File: src/eep_pkg.sv
// Constants shared by the nonvolatile data array access port
package eep_pkg;
    // ========================================================
    // Geometry
    localparam int unsigned ADDR_W    = 9;
    localparam int unsigned DATA_W    = 8;
    localparam int unsigned DEPTH     = 512;
    localparam int unsigned IO_ADDR_W = 6;

    // ========================================================
    // I/O space offsets
    localparam logic [5:0] OFS_CONTROL      = 6'h1f;
    localparam logic [5:0] OFS_DATA         = 6'h20;
    localparam logic [5:0] OFS_ADDRESS_LOW  = 6'h21;
    localparam logic [5:0] OFS_ADDRESS_HIGH = 6'h22;

    // ========================================================
    // Control register fields
    localparam int unsigned BIT_READ_STROBE  = 0;
    localparam int unsigned BIT_WRITE_STROBE = 1;
    localparam int unsigned BIT_MASTER_WE    = 2;

    // ========================================================
    // Reset values
    localparam logic [8:0] RST_ADDRESS = 9'h000;
    localparam logic [7:0] RST_DATA    = 8'h00;

    // ========================================================
    // Timing counts in core_clk cycles
    localparam logic [2:0] STALL_READ_CYCLES  = 3'h4;
    localparam logic [2:0] STALL_WRITE_CYCLES = 3'h2;
    localparam logic [2:0] MASTER_WE_CYCLES   = 3'h4;
    // Write time in calibrated oscillator cycles
    localparam int unsigned WRITE_OSC_CYCLES_DEF = 67584;
    localparam int unsigned OSC_CNT_W            = 17;

    typedef enum logic [0:0] {
        EEP_IDLE    = 1'b0,
        EEP_PROGRAM = 1'b1
    } eep_state_e;
endpackage : eep_pkg

File: src/eep_arr_if.sv
// Connection between the access port and the byte array
`timescale 1ns/1ps
interface eep_arr_if;
    logic [8:0] addr;
    logic [7:0] wdata;
    logic       we;
    logic [7:0] rdata;
    modport ctrl  (output addr, output wdata, output we, input rdata);
    modport store (input addr, input wdata, input we, output rdata);
endinterface : eep_arr_if

File: src/eep_array_store.sv
// Byte-wide nonvolatile data array held in flip-flops
`timescale 1ns/1ps
module eep_array_store
    import eep_pkg::*;
(
    input wire logic core_clk,
    eep_arr_if.store arr
);
    // ========================================================
    // Storage, no reset: contents survive like the real array
    logic [7:0] mem [DEPTH];
    logic [7:0] next_mem [DEPTH];

    always_comb begin
        next_mem = mem;
        if (arr.we) begin
            next_mem[arr.addr] = arr.wdata;
        end
    end

    always_ff @(posedge core_clk) begin
        mem <= next_mem;
    end

    assign arr.rdata = mem[arr.addr];
endmodule : eep_array_store

File: src/eep_access_port.sv
// CPU I/O-space access port to the 512-byte nonvolatile data array
// Contract
// - 512 bytes, linear addresses 0 to 511
// - Address bit 8 high, bits 7..0 low
// - Address high bits 15..9 read zero
// - Write programs data byte at address
// - Read loads data register from array
// - Read stalls CPU four cycles
// - Write start stalls CPU two cycles
// - Busy strobe shows when next write allowed
// - Write needs guarded master-enable sequence
// - Registers live in I/O space
// - Control bits 7..4 read zero
// - Master enable self-clears after four cycles
// - Write strobe without master enable does nothing
// - Write strobe stays set until done
// - Busy write blocks reads and address changes
`timescale 1ns/1ps
module eep_access_port
    import eep_pkg::*;
#(
    parameter int unsigned WRITE_OSC_CYCLES = WRITE_OSC_CYCLES_DEF
) (
    input  wire logic       core_clk,
    input  wire logic       resetn,
    input  wire logic [5:0] io_addr,
    input  wire logic       io_wr,
    input  wire logic       io_rd,
    input  wire logic [7:0] io_wdata,
    input  wire logic       osc_pin,
    output logic      [7:0] io_rdata,
    output logic            cpu_stall,
    output logic            write_busy
);
    // ========================================================
    // State
    eep_state_e             state,        next_state;
    logic [8:0]             nv_address,   next_nv_address;
    logic [7:0]             nv_data,      next_nv_data;
    logic [7:0]             prog_data,    next_prog_data;
    logic                   master_write_enable, next_master_write_enable;
    logic [2:0]             mwe_cnt,      next_mwe_cnt;
    logic [2:0]             stall_cnt,    next_stall_cnt;
    logic [OSC_CNT_W-1:0]   osc_cnt,      next_osc_cnt;
    logic [7:0]             next_io_rdata;
    logic                   next_cpu_stall;
    logic [2:0]             osc_sync;
    logic                   osc_tick;
    logic                   wr_ctrl, start_write, start_read, write_done;

    eep_arr_if arr ();

    eep_array_store u_store (
        .core_clk (core_clk),
        .arr      (arr)
    );

    // ========================================================
    // Oscillator crossing; only stage 2 and 3 feed the edge detect
    assign osc_tick = osc_sync[1] & ~osc_sync[2];

    assign wr_ctrl     = io_wr && (io_addr == OFS_CONTROL);
    assign write_busy  = (state == EEP_PROGRAM);
    assign start_write = wr_ctrl && io_wdata[BIT_WRITE_STROBE]
                         && master_write_enable && !write_busy;
    // A simultaneous write start takes precedence over a read
    assign start_read  = wr_ctrl && io_wdata[BIT_READ_STROBE]
                         && !write_busy && !start_write;
    assign write_done  = write_busy && osc_tick
                         && (osc_cnt == OSC_CNT_W'(WRITE_OSC_CYCLES - 1));

    // Array is programmed at the end of the timed write
    assign arr.addr  = nv_address;
    assign arr.wdata = prog_data;
    assign arr.we    = write_done;

    function automatic logic [7:0] read_mux(input logic [5:0] a);
        unique case (a)
            OFS_CONTROL:      read_mux = {5'h00, master_write_enable,
                                          write_busy, 1'b0};
            OFS_DATA:         read_mux = nv_data;
            OFS_ADDRESS_LOW:  read_mux = nv_address[7:0];
            OFS_ADDRESS_HIGH: read_mux = {7'h00, nv_address[8]};
            default:          read_mux = 8'h00;
        endcase
    endfunction : read_mux

    // ========================================================
    // Next-state logic
    always_comb begin
        next_state               = state;
        next_nv_address          = nv_address;
        next_nv_data             = nv_data;
        next_prog_data           = prog_data;
        next_master_write_enable = master_write_enable;
        next_mwe_cnt             = mwe_cnt;
        next_stall_cnt           = stall_cnt;
        next_osc_cnt             = osc_cnt;
        next_io_rdata            = io_rd ? read_mux(io_addr) : io_rdata;

        if (stall_cnt != 3'h0) begin
            next_stall_cnt = stall_cnt - 3'h1;
        end
        // Master enable times out; a fresh set restarts the window
        if (mwe_cnt != 3'h0) begin
            next_mwe_cnt = mwe_cnt - 3'h1;
            if (mwe_cnt == 3'h1) begin
                next_master_write_enable = 1'b0;
            end
        end
        if (wr_ctrl && io_wdata[BIT_MASTER_WE]) begin
            next_master_write_enable = 1'b1;
            next_mwe_cnt             = MASTER_WE_CYCLES;
        end

        if (io_wr && !write_busy) begin
            if (io_addr == OFS_ADDRESS_LOW) begin
                next_nv_address[7:0] = io_wdata;
            end
            if (io_addr == OFS_ADDRESS_HIGH) begin
                next_nv_address[8] = io_wdata[0];
            end
        end
        if (io_wr && (io_addr == OFS_DATA)) begin
            next_nv_data = io_wdata;
        end

        if (start_read) begin
            next_nv_data   = arr.rdata;
            next_stall_cnt = STALL_READ_CYCLES;
        end

        unique case (state)
            EEP_IDLE: begin
                if (start_write) begin
                    next_state     = EEP_PROGRAM;
                    next_prog_data = nv_data;
                    next_osc_cnt   = '0;
                    next_stall_cnt = STALL_WRITE_CYCLES;
                end
            end
            EEP_PROGRAM: begin
                if (osc_tick) begin
                    next_osc_cnt = osc_cnt + OSC_CNT_W'(1);
                end
                if (write_done) begin
                    next_state = EEP_IDLE;
                end
            end
        endcase
        next_cpu_stall = (next_stall_cnt != 3'h0);
    end

    // ========================================================
    // Registers
    always_ff @(posedge core_clk or negedge resetn) begin
        if (!resetn) begin
            state               <= EEP_IDLE;
            nv_address          <= RST_ADDRESS;
            nv_data             <= RST_DATA;
            prog_data           <= RST_DATA;
            master_write_enable <= 1'b0;
            mwe_cnt             <= 3'h0;
            stall_cnt           <= 3'h0;
            osc_cnt             <= '0;
            io_rdata            <= 8'h00;
            cpu_stall           <= 1'b0;
            osc_sync            <= 3'h0;
        end else begin
            state               <= next_state;
            nv_address          <= next_nv_address;
            nv_data             <= next_nv_data;
            prog_data           <= next_prog_data;
            master_write_enable <= next_master_write_enable;
            mwe_cnt             <= next_mwe_cnt;
            stall_cnt           <= next_stall_cnt;
            osc_cnt             <= next_osc_cnt;
            io_rdata            <= next_io_rdata;
            cpu_stall           <= next_cpu_stall;
            osc_sync            <= {osc_sync[1:0], osc_pin};
        end
    end
endmodule : eep_access_port

File: config.mk
export PLATFORM = sky130hd
export DESIGN_NAME = eep_access_port
export DESIGN_NICKNAME = d
export VERILOG_FILES = /design/src/eep_pkg.sv /design/src/eep_arr_if.sv /design/src/eep_array_store.sv /design/src/eep_access_port.sv
export SDC_FILE = /design/constraint.sdc
export NUM_CORES = 2
export LEC_CHECK = 0
export ABC_AREA = 0
export BUFFER_PORTS_ARGS = -buffer_cell sky130_fd_sc_hd__buf_2
export CORE_AREA = 3 3 567 569
export DETAILED_ROUTE_END_ITERATION = 10
export DIE_AREA = 0 0 570 572
export PLACE_DENSITY = 0.64
export SYNTH_ARGS = -nofsm -noshare
export SYNTH_HDL_FRONTEND = slang
export SYNTH_SLANG_ARGS = --single-unit
export TNS_END_PERCENT = 100
File: constraint.sdc
create_clock -name core_clk -period 8.4 [get_ports core_clk]
set_clock_uncertainty 0.2 [all_clocks]
set_input_delay 1.26 -clock core_clk [delete_from_list [all_inputs] [get_ports core_clk]]
set_output_delay 1.26 -clock core_clk [all_outputs]
set_load 0.02 [all_outputs]
After elaboration in Yosys (flattened, before gate mapping)
Cells that the tools add are included.
Operators by class
  add/sub/neg operators: 3
  multipliers: 0
  divide/modulo/power cells: 0
  $lt $le $gt $ge: 2
  eq/ne operators: 8
  shift operators: 0
  multiplexer cells: 24
  bitwise logic cells: 4
  reductions and logical operators: 26
Operators with widths (count)
  4096-bit bitwise mux: 1
  8-bit binary-select mux with 9-bit select: 1
  8-bit demux with 9-bit select: 1
  8-bit two-way mux: 5
  17-bit two-way mux: 2
  17-bit case mux with 2 select lines: 1
  8-bit case mux with 4 select lines: 1
  6-bit equality test (second input constant): 3
  3-bit two-way mux: 6
  17-bit by 1-bit adder with 17-bit output (second input constant): 1
  17-bit equality test (second input constant): 1
  1-bit logical AND: 13
  10-bit >= comparator (second input constant): 1
  10-bit by 1-bit less-than comparator with 1-bit output (second input constant): 1
  9-bit NOT with 10-bit output: 1
  2-bit AND reduction: 5
  3-bit nonzero test: 3
  6-bit by 5-bit equality test with 1-bit output (second input constant): 1
  2-bit nonzero test: 3
  3-bit by 1-bit subtractor with 3-bit output (second input constant): 2
  1-bit two-way mux: 5
  3-bit by 1-bit equality test with 1-bit output (second input constant): 1
  1-bit logical NOT: 2
  2-bit by 1-bit inequality test with 1-bit output (second input constant): 1
  other kinds (4): 5
Storage, ports and cells
  bits in registers: 4158
  latch bits: 0
  bits in writable memories: 0
  memory bits (read-only): 0
  bits of input ports: 19
  word-level logic and storage cells: 591
  memories kept: 0

Logic depth before layout (Yosys ltp)
  depth after elaboration: 11
  gate-level depth with buffers: 15

Hierarchy
From an unflattened synthesis, not the netlist that was laid out.
Second synthesis, totals
  cell total of the unflattened synthesis: 7914
  area, all modules: 162060.4 µm²
Modules (own cells, without submodules)
  eep_array_store: times used 1, cells each 7626, area each 159101.3 µm², seq. area each 122998.0 µm²
  eep_access_port: times used 1, cells each 288, area each 2959.1 µm², seq. area each 1551.5 µm²

Worst setup path after synthesis
OpenSTA, ideal clock, no wires.
  path kind: register to register
  start point: register prog_data[0] (netlist: arr.wdata[0])
  end point: register u_store.mem[0] (netlist bit) (data pin)
  library setup time: 1.404 ns
  data arrival time: 6.061 ns
  data required time: 6.796 ns
  setup slack: 0.736 ns
  cell stages (with the launch flop): 1
  path buffers: 0
  clock period less this slack: 7.664 ns
  path through: dfrtp_1
On the way
  word-level cells in the longest chain between the ends: 1
Ends and longest elaborated chain
  from (decl): line eep_access_port.sv:40  | logic [7:0] prog_data, next_prog_data;
  from (signal assigned): line eep_access_port.sv:173  | prog_data <= next_prog_data;
  4096-bit bitwise mux: line eep_array_store.sv:17  | next_mem[arr.addr] = arr.wdata;
  to (signal assigned): line eep_array_store.sv:22  | mem <= next_mem;
  to (decl): line eep_array_store.sv:11  | logic [7:0] mem [DEPTH];
Every way passes these cells.
A chain may end at the register's enable or synchronous reset.

Worst setup path in the final report
  start point: register nv_address[2] (netlist: arr.addr[2])
  end point: register nv_data[3]
On the way
  word-level cells in the longest chain between the ends: 5
Ends and longest elaborated chain
  from (decl): line eep_access_port.sv:38  | logic [8:0] nv_address, next_nv_address;
  from (signal assigned): line eep_access_port.sv:171  | nv_address <= next_nv_address;
  9-bit NOT with 10-bit output (implied by the code): line eep_array_store.sv:25  | assign arr.rdata = mem[arr.addr];
  8-bit binary-select mux with 9-bit select: line eep_array_store.sv:25
  8-bit two-way mux (implied by the code) (2 in a row): line eep_array_store.sv:25
  8-bit two-way mux: line eep_access_port.sv:128  | if (start_read) begin
  to (signal assigned): line eep_access_port.sv:172  | nv_data <= next_nv_data;
  to (decl): line eep_access_port.sv:39  | logic [7:0] nv_data, next_nv_data;
Every way passes these cells. The select of a mux whose other input is x is not followed.

==> results.txt <==
CP endpoint kind - flop
DP HPWL - 293000 um
Top Usage Layer GRT - met2
P per Cell Area - 228 nW/um^2
Hold Path Sink - osc_sync[1]$_DFF_PN0_
Remaining DRCs - 0
Max Cap Violations - 1
post-synthesis mux area share - 15.2%
CP max FO - 83
VDD IR max - 0.239 mV
Least-Margin Pin Slew - 1570 ps
crit path max-delay cell type - nor4_1
final net count - 7990
I/O Buffers - 28
Reg2Reg Setup Slack - 2140 ps
Clock Path Buffers - 4
Max-slew headroom - -7.64%
Root Buffer - clkbuf_16
run status - complete, but fails checks
first-pass GRT wire length - 665000 um
GRT overflow - 0
drt total wl - 482000 um
met2 Usage GRT - 44.0%
Mapped Cells - 7798
main combinational cell family by area after synthesis - multiplexers
Syn Area/Cell - 20.7 um^2
Worst-path clk slew - 60 ps
Final setup viols - 0
Final ANT Viol Nets - 0
antenna violations before repair - 24
Yosys reg bits - 4158
WP data arrival - 6910 ps
crit path cell chain - buf_12 > nor2b_4 > buf_4 > a22o_1 > o41ai_2 > buf_4 > or4_1 > nor4_1 > nand4_1 > o311a_1
Ys Warns - 0
static leakage - 43.7 nW
Post-Synth XOR/XNOR Area - 0.0705%
setup ws final - 2140 ps
H-tree levels - 5
Critical Path Max Stage Delay - 1150 ps
GRT met1 Usage - 39.4%
EDFF count, synth - 4096
unrepaired setup endpoints after global routing - no
CTS tree - built
die width - 570 um
GRT Util Overall - 29.4%
failing checks - max-capacitance violations, max-slew violations
Initial Util - 50.9%
post-synthesis simple-gate area fraction - 3.44%
Worst-Skew Late Latency - 1000 ps
RePlAce Congestion - 0.960
core area - 317000 um^2
die area - 326000 um^2
Synth async-reset ratio - 1.49%
met3 usage - 8.72%
Reg-to-Reg Start - arr.addr[2]$_DFFE_PN0P_
Worst setup SP type - flop
vias in the first global route - 82600
CTS Buf Count - 410
Critical R2R Capture - nv_data[3]$_DFFE_PN0P_
f_max - 160 MHz
Top FF cell, synth - edfxtp_1
largest net degree at the start of global routing - 217
CTS hold repair buffers - 0
worst hold stages - 0
detailed-route via count - 84200
# Post-CTS Setup Buffers - 0
Multi-input gate area - 34600 um^2
Resized cells post-CTS - 0
post-synthesis compound-gate area fraction - 2.50%
critical path required time - 9050 ps
register area share after synthesis - 77.2%
DR iter-0 viols - 13200
Final min period - 6260 ps
post-synth net total - 7824
Row Count - 207
Critical path buffers and inverters - 3
Storage cell area - 125000 um^2
CP delay by family, top - simple AND/OR/NAND/NOR gates
1st-pass router iterations - 7
Netlist Area Pre-Place - 161000 um^2
Slew Viols, Final - 2
clk sink count - 4158
Vias/cell - 6.73
Post-Route Utilization - 56.6%
Crit Path Category - flop to flop
cell mode on critical path - buf_4
pre-CTS setup slack - 2290 ps
filler instances - 23100
Fin. Hold Viols - 0
min-delay src - osc_sync[0]$_DFF_PN0_
Chip Height - 572 um
I/O pin cnt - 29
layout cell share with drive strength beyond 1 - 22.0%
hold crit path type - flop to flop
post-synthesis adder-cell area fraction - 0.0543%
synthesis-to-layout area growth - 11.3%
R2R cell count - 10
setup TNS - 0 ps
fin crit share - 74.5%
count of different cell masters after synthesis - 74
wire per inst - 38.5 um
## report_power, final
group / switching, mW / internal [mW] / total (mW) / leakage [nW]
logic: 0.134 / 0.0752 / 0.209 / 8.33
registers: 0.0429 / 22.5 / 22.5 / 29.0
clock network: 7.91 / 10.3 / 18.2 / 6.42
## Yosys cell counts (62+ instances only)
| cell | instances | area [um^2] |
|---|---|---|
| edfxtp_1 | 4096 | 123000 |
| mux4_2 | 948 | 21400 |
| nor2_1 | 640 | 2400 |
| nand2_1 | 298 | 1120 |
| mux2i_1 | 289 | 2890 |
| clkbuf_1 | 230 | 863 |
| a22oi_1 | 189 | 1420 |
| nand3_1 | 112 | 561 |
| buf_2 | 107 | 536 |
| a21oi_1 | 97 | 485 |
| o22ai_1 | 76 | 475 |
| buf_4 | 65 | 488 |
| dfrtp_1 | 62 | 1550 |
## layer usage
layer	part of all wire, %	vias to the layer above
met4	6.1	12
met5	0.014	-
met1	36	44900
met2	46	5426
met3	12	1139
li1	-	32700
## flip-flops by register name, summed over array words and instances, names as in the netlist
register,flops
arr.addr,9
arr.wdata,8
cpu_stall,1
io_rdata,8
master_write_enable,1
mwe_cnt,3
nv_data,8
osc_cnt,17
osc_sync,3
stall_cnt,3
u_store.mem,4096
write_busy,1
## layout make-up
class,instances,area share (%)
diodes,17,0.0237
clock buffers,504,5.94
clock inverters,251,1.39
inverters,21,0.0480
multi-input cells,3139,19.2
flip-flops and latches,4158,69.3
well taps,4180,2.91
repair buffers,234,1.11
## kinds of logic (layout without fill, tap and decap cells)
family	Yosys count	after routing
compound gates	578	578
xor+xnor	13	13
fa+ha+maj	7	7
buf+inv	501	1010
flops	4158	4158
mux	1261	1261
other cells	0	17
simple gates	1280	1280
## through the flow
step	hold slack [ps]	cell area [um^2]	power, mW	std cells
3_3_place_gp	170	166000	23.1	11700
6_report	176	180000	40.9	12500
4_1_cts	142	180000	41.0	12500
3_5_place_dp	171	166000	23.2	11700
5_1_grt	181	180000	41.8	12500
2_1_floorplan	131	161000	23.1	7798
## worst max-delay path by stage
stage,slack (ps),cells past startpoint,endpoint,from
2_1_floorplan,740,0,u_store.mem[0]$_DFFE_PP_,arr.wdata[0]$_DFFE_PN0P_
4_1_cts,2250,9,nv_data[2]$_DFFE_PN0P_,arr.addr[2]$_DFFE_PN0P_
3_3_place_gp,2320,9,nv_data[2]$_DFFE_PN0P_,arr.addr[2]$_DFFE_PN0P_
5_1_grt,2370,10,nv_data[3]$_DFFE_PN0P_,arr.addr[2]$_DFFE_PN0P_
6_report,2140,10,nv_data[3]$_DFFE_PN0P_,arr.addr[2]$_DFFE_PN0P_
3_5_place_dp,2290,9,nv_data[2]$_DFFE_PN0P_,arr.addr[2]$_DFFE_PN0P_
## placed cells by master, fill, tap and decap left out, types with 49 or more instances in the layout
master / Yosys / routed
a21oi_1: 97 / 97
a22oi_1: 189 / 189
buf_4: 65 / 181
clkbuf_1: 230 / 89
clkbuf_16: 0 / 411
clkinv_1: 0 / 109
clkinv_2: 0 / 70
dfrtp_1: 62 / 49
edfxtp_1: 4096 / 4096
mux2i_1: 289 / 289
mux4_2: 948 / 948
nand2_1: 298 / 282
nand3_1: 112 / 112
nand4_1: 59 / 59
nor2_1: 640 / 632
o22ai_1: 76 / 76
(Power assumes the default switching activity.)
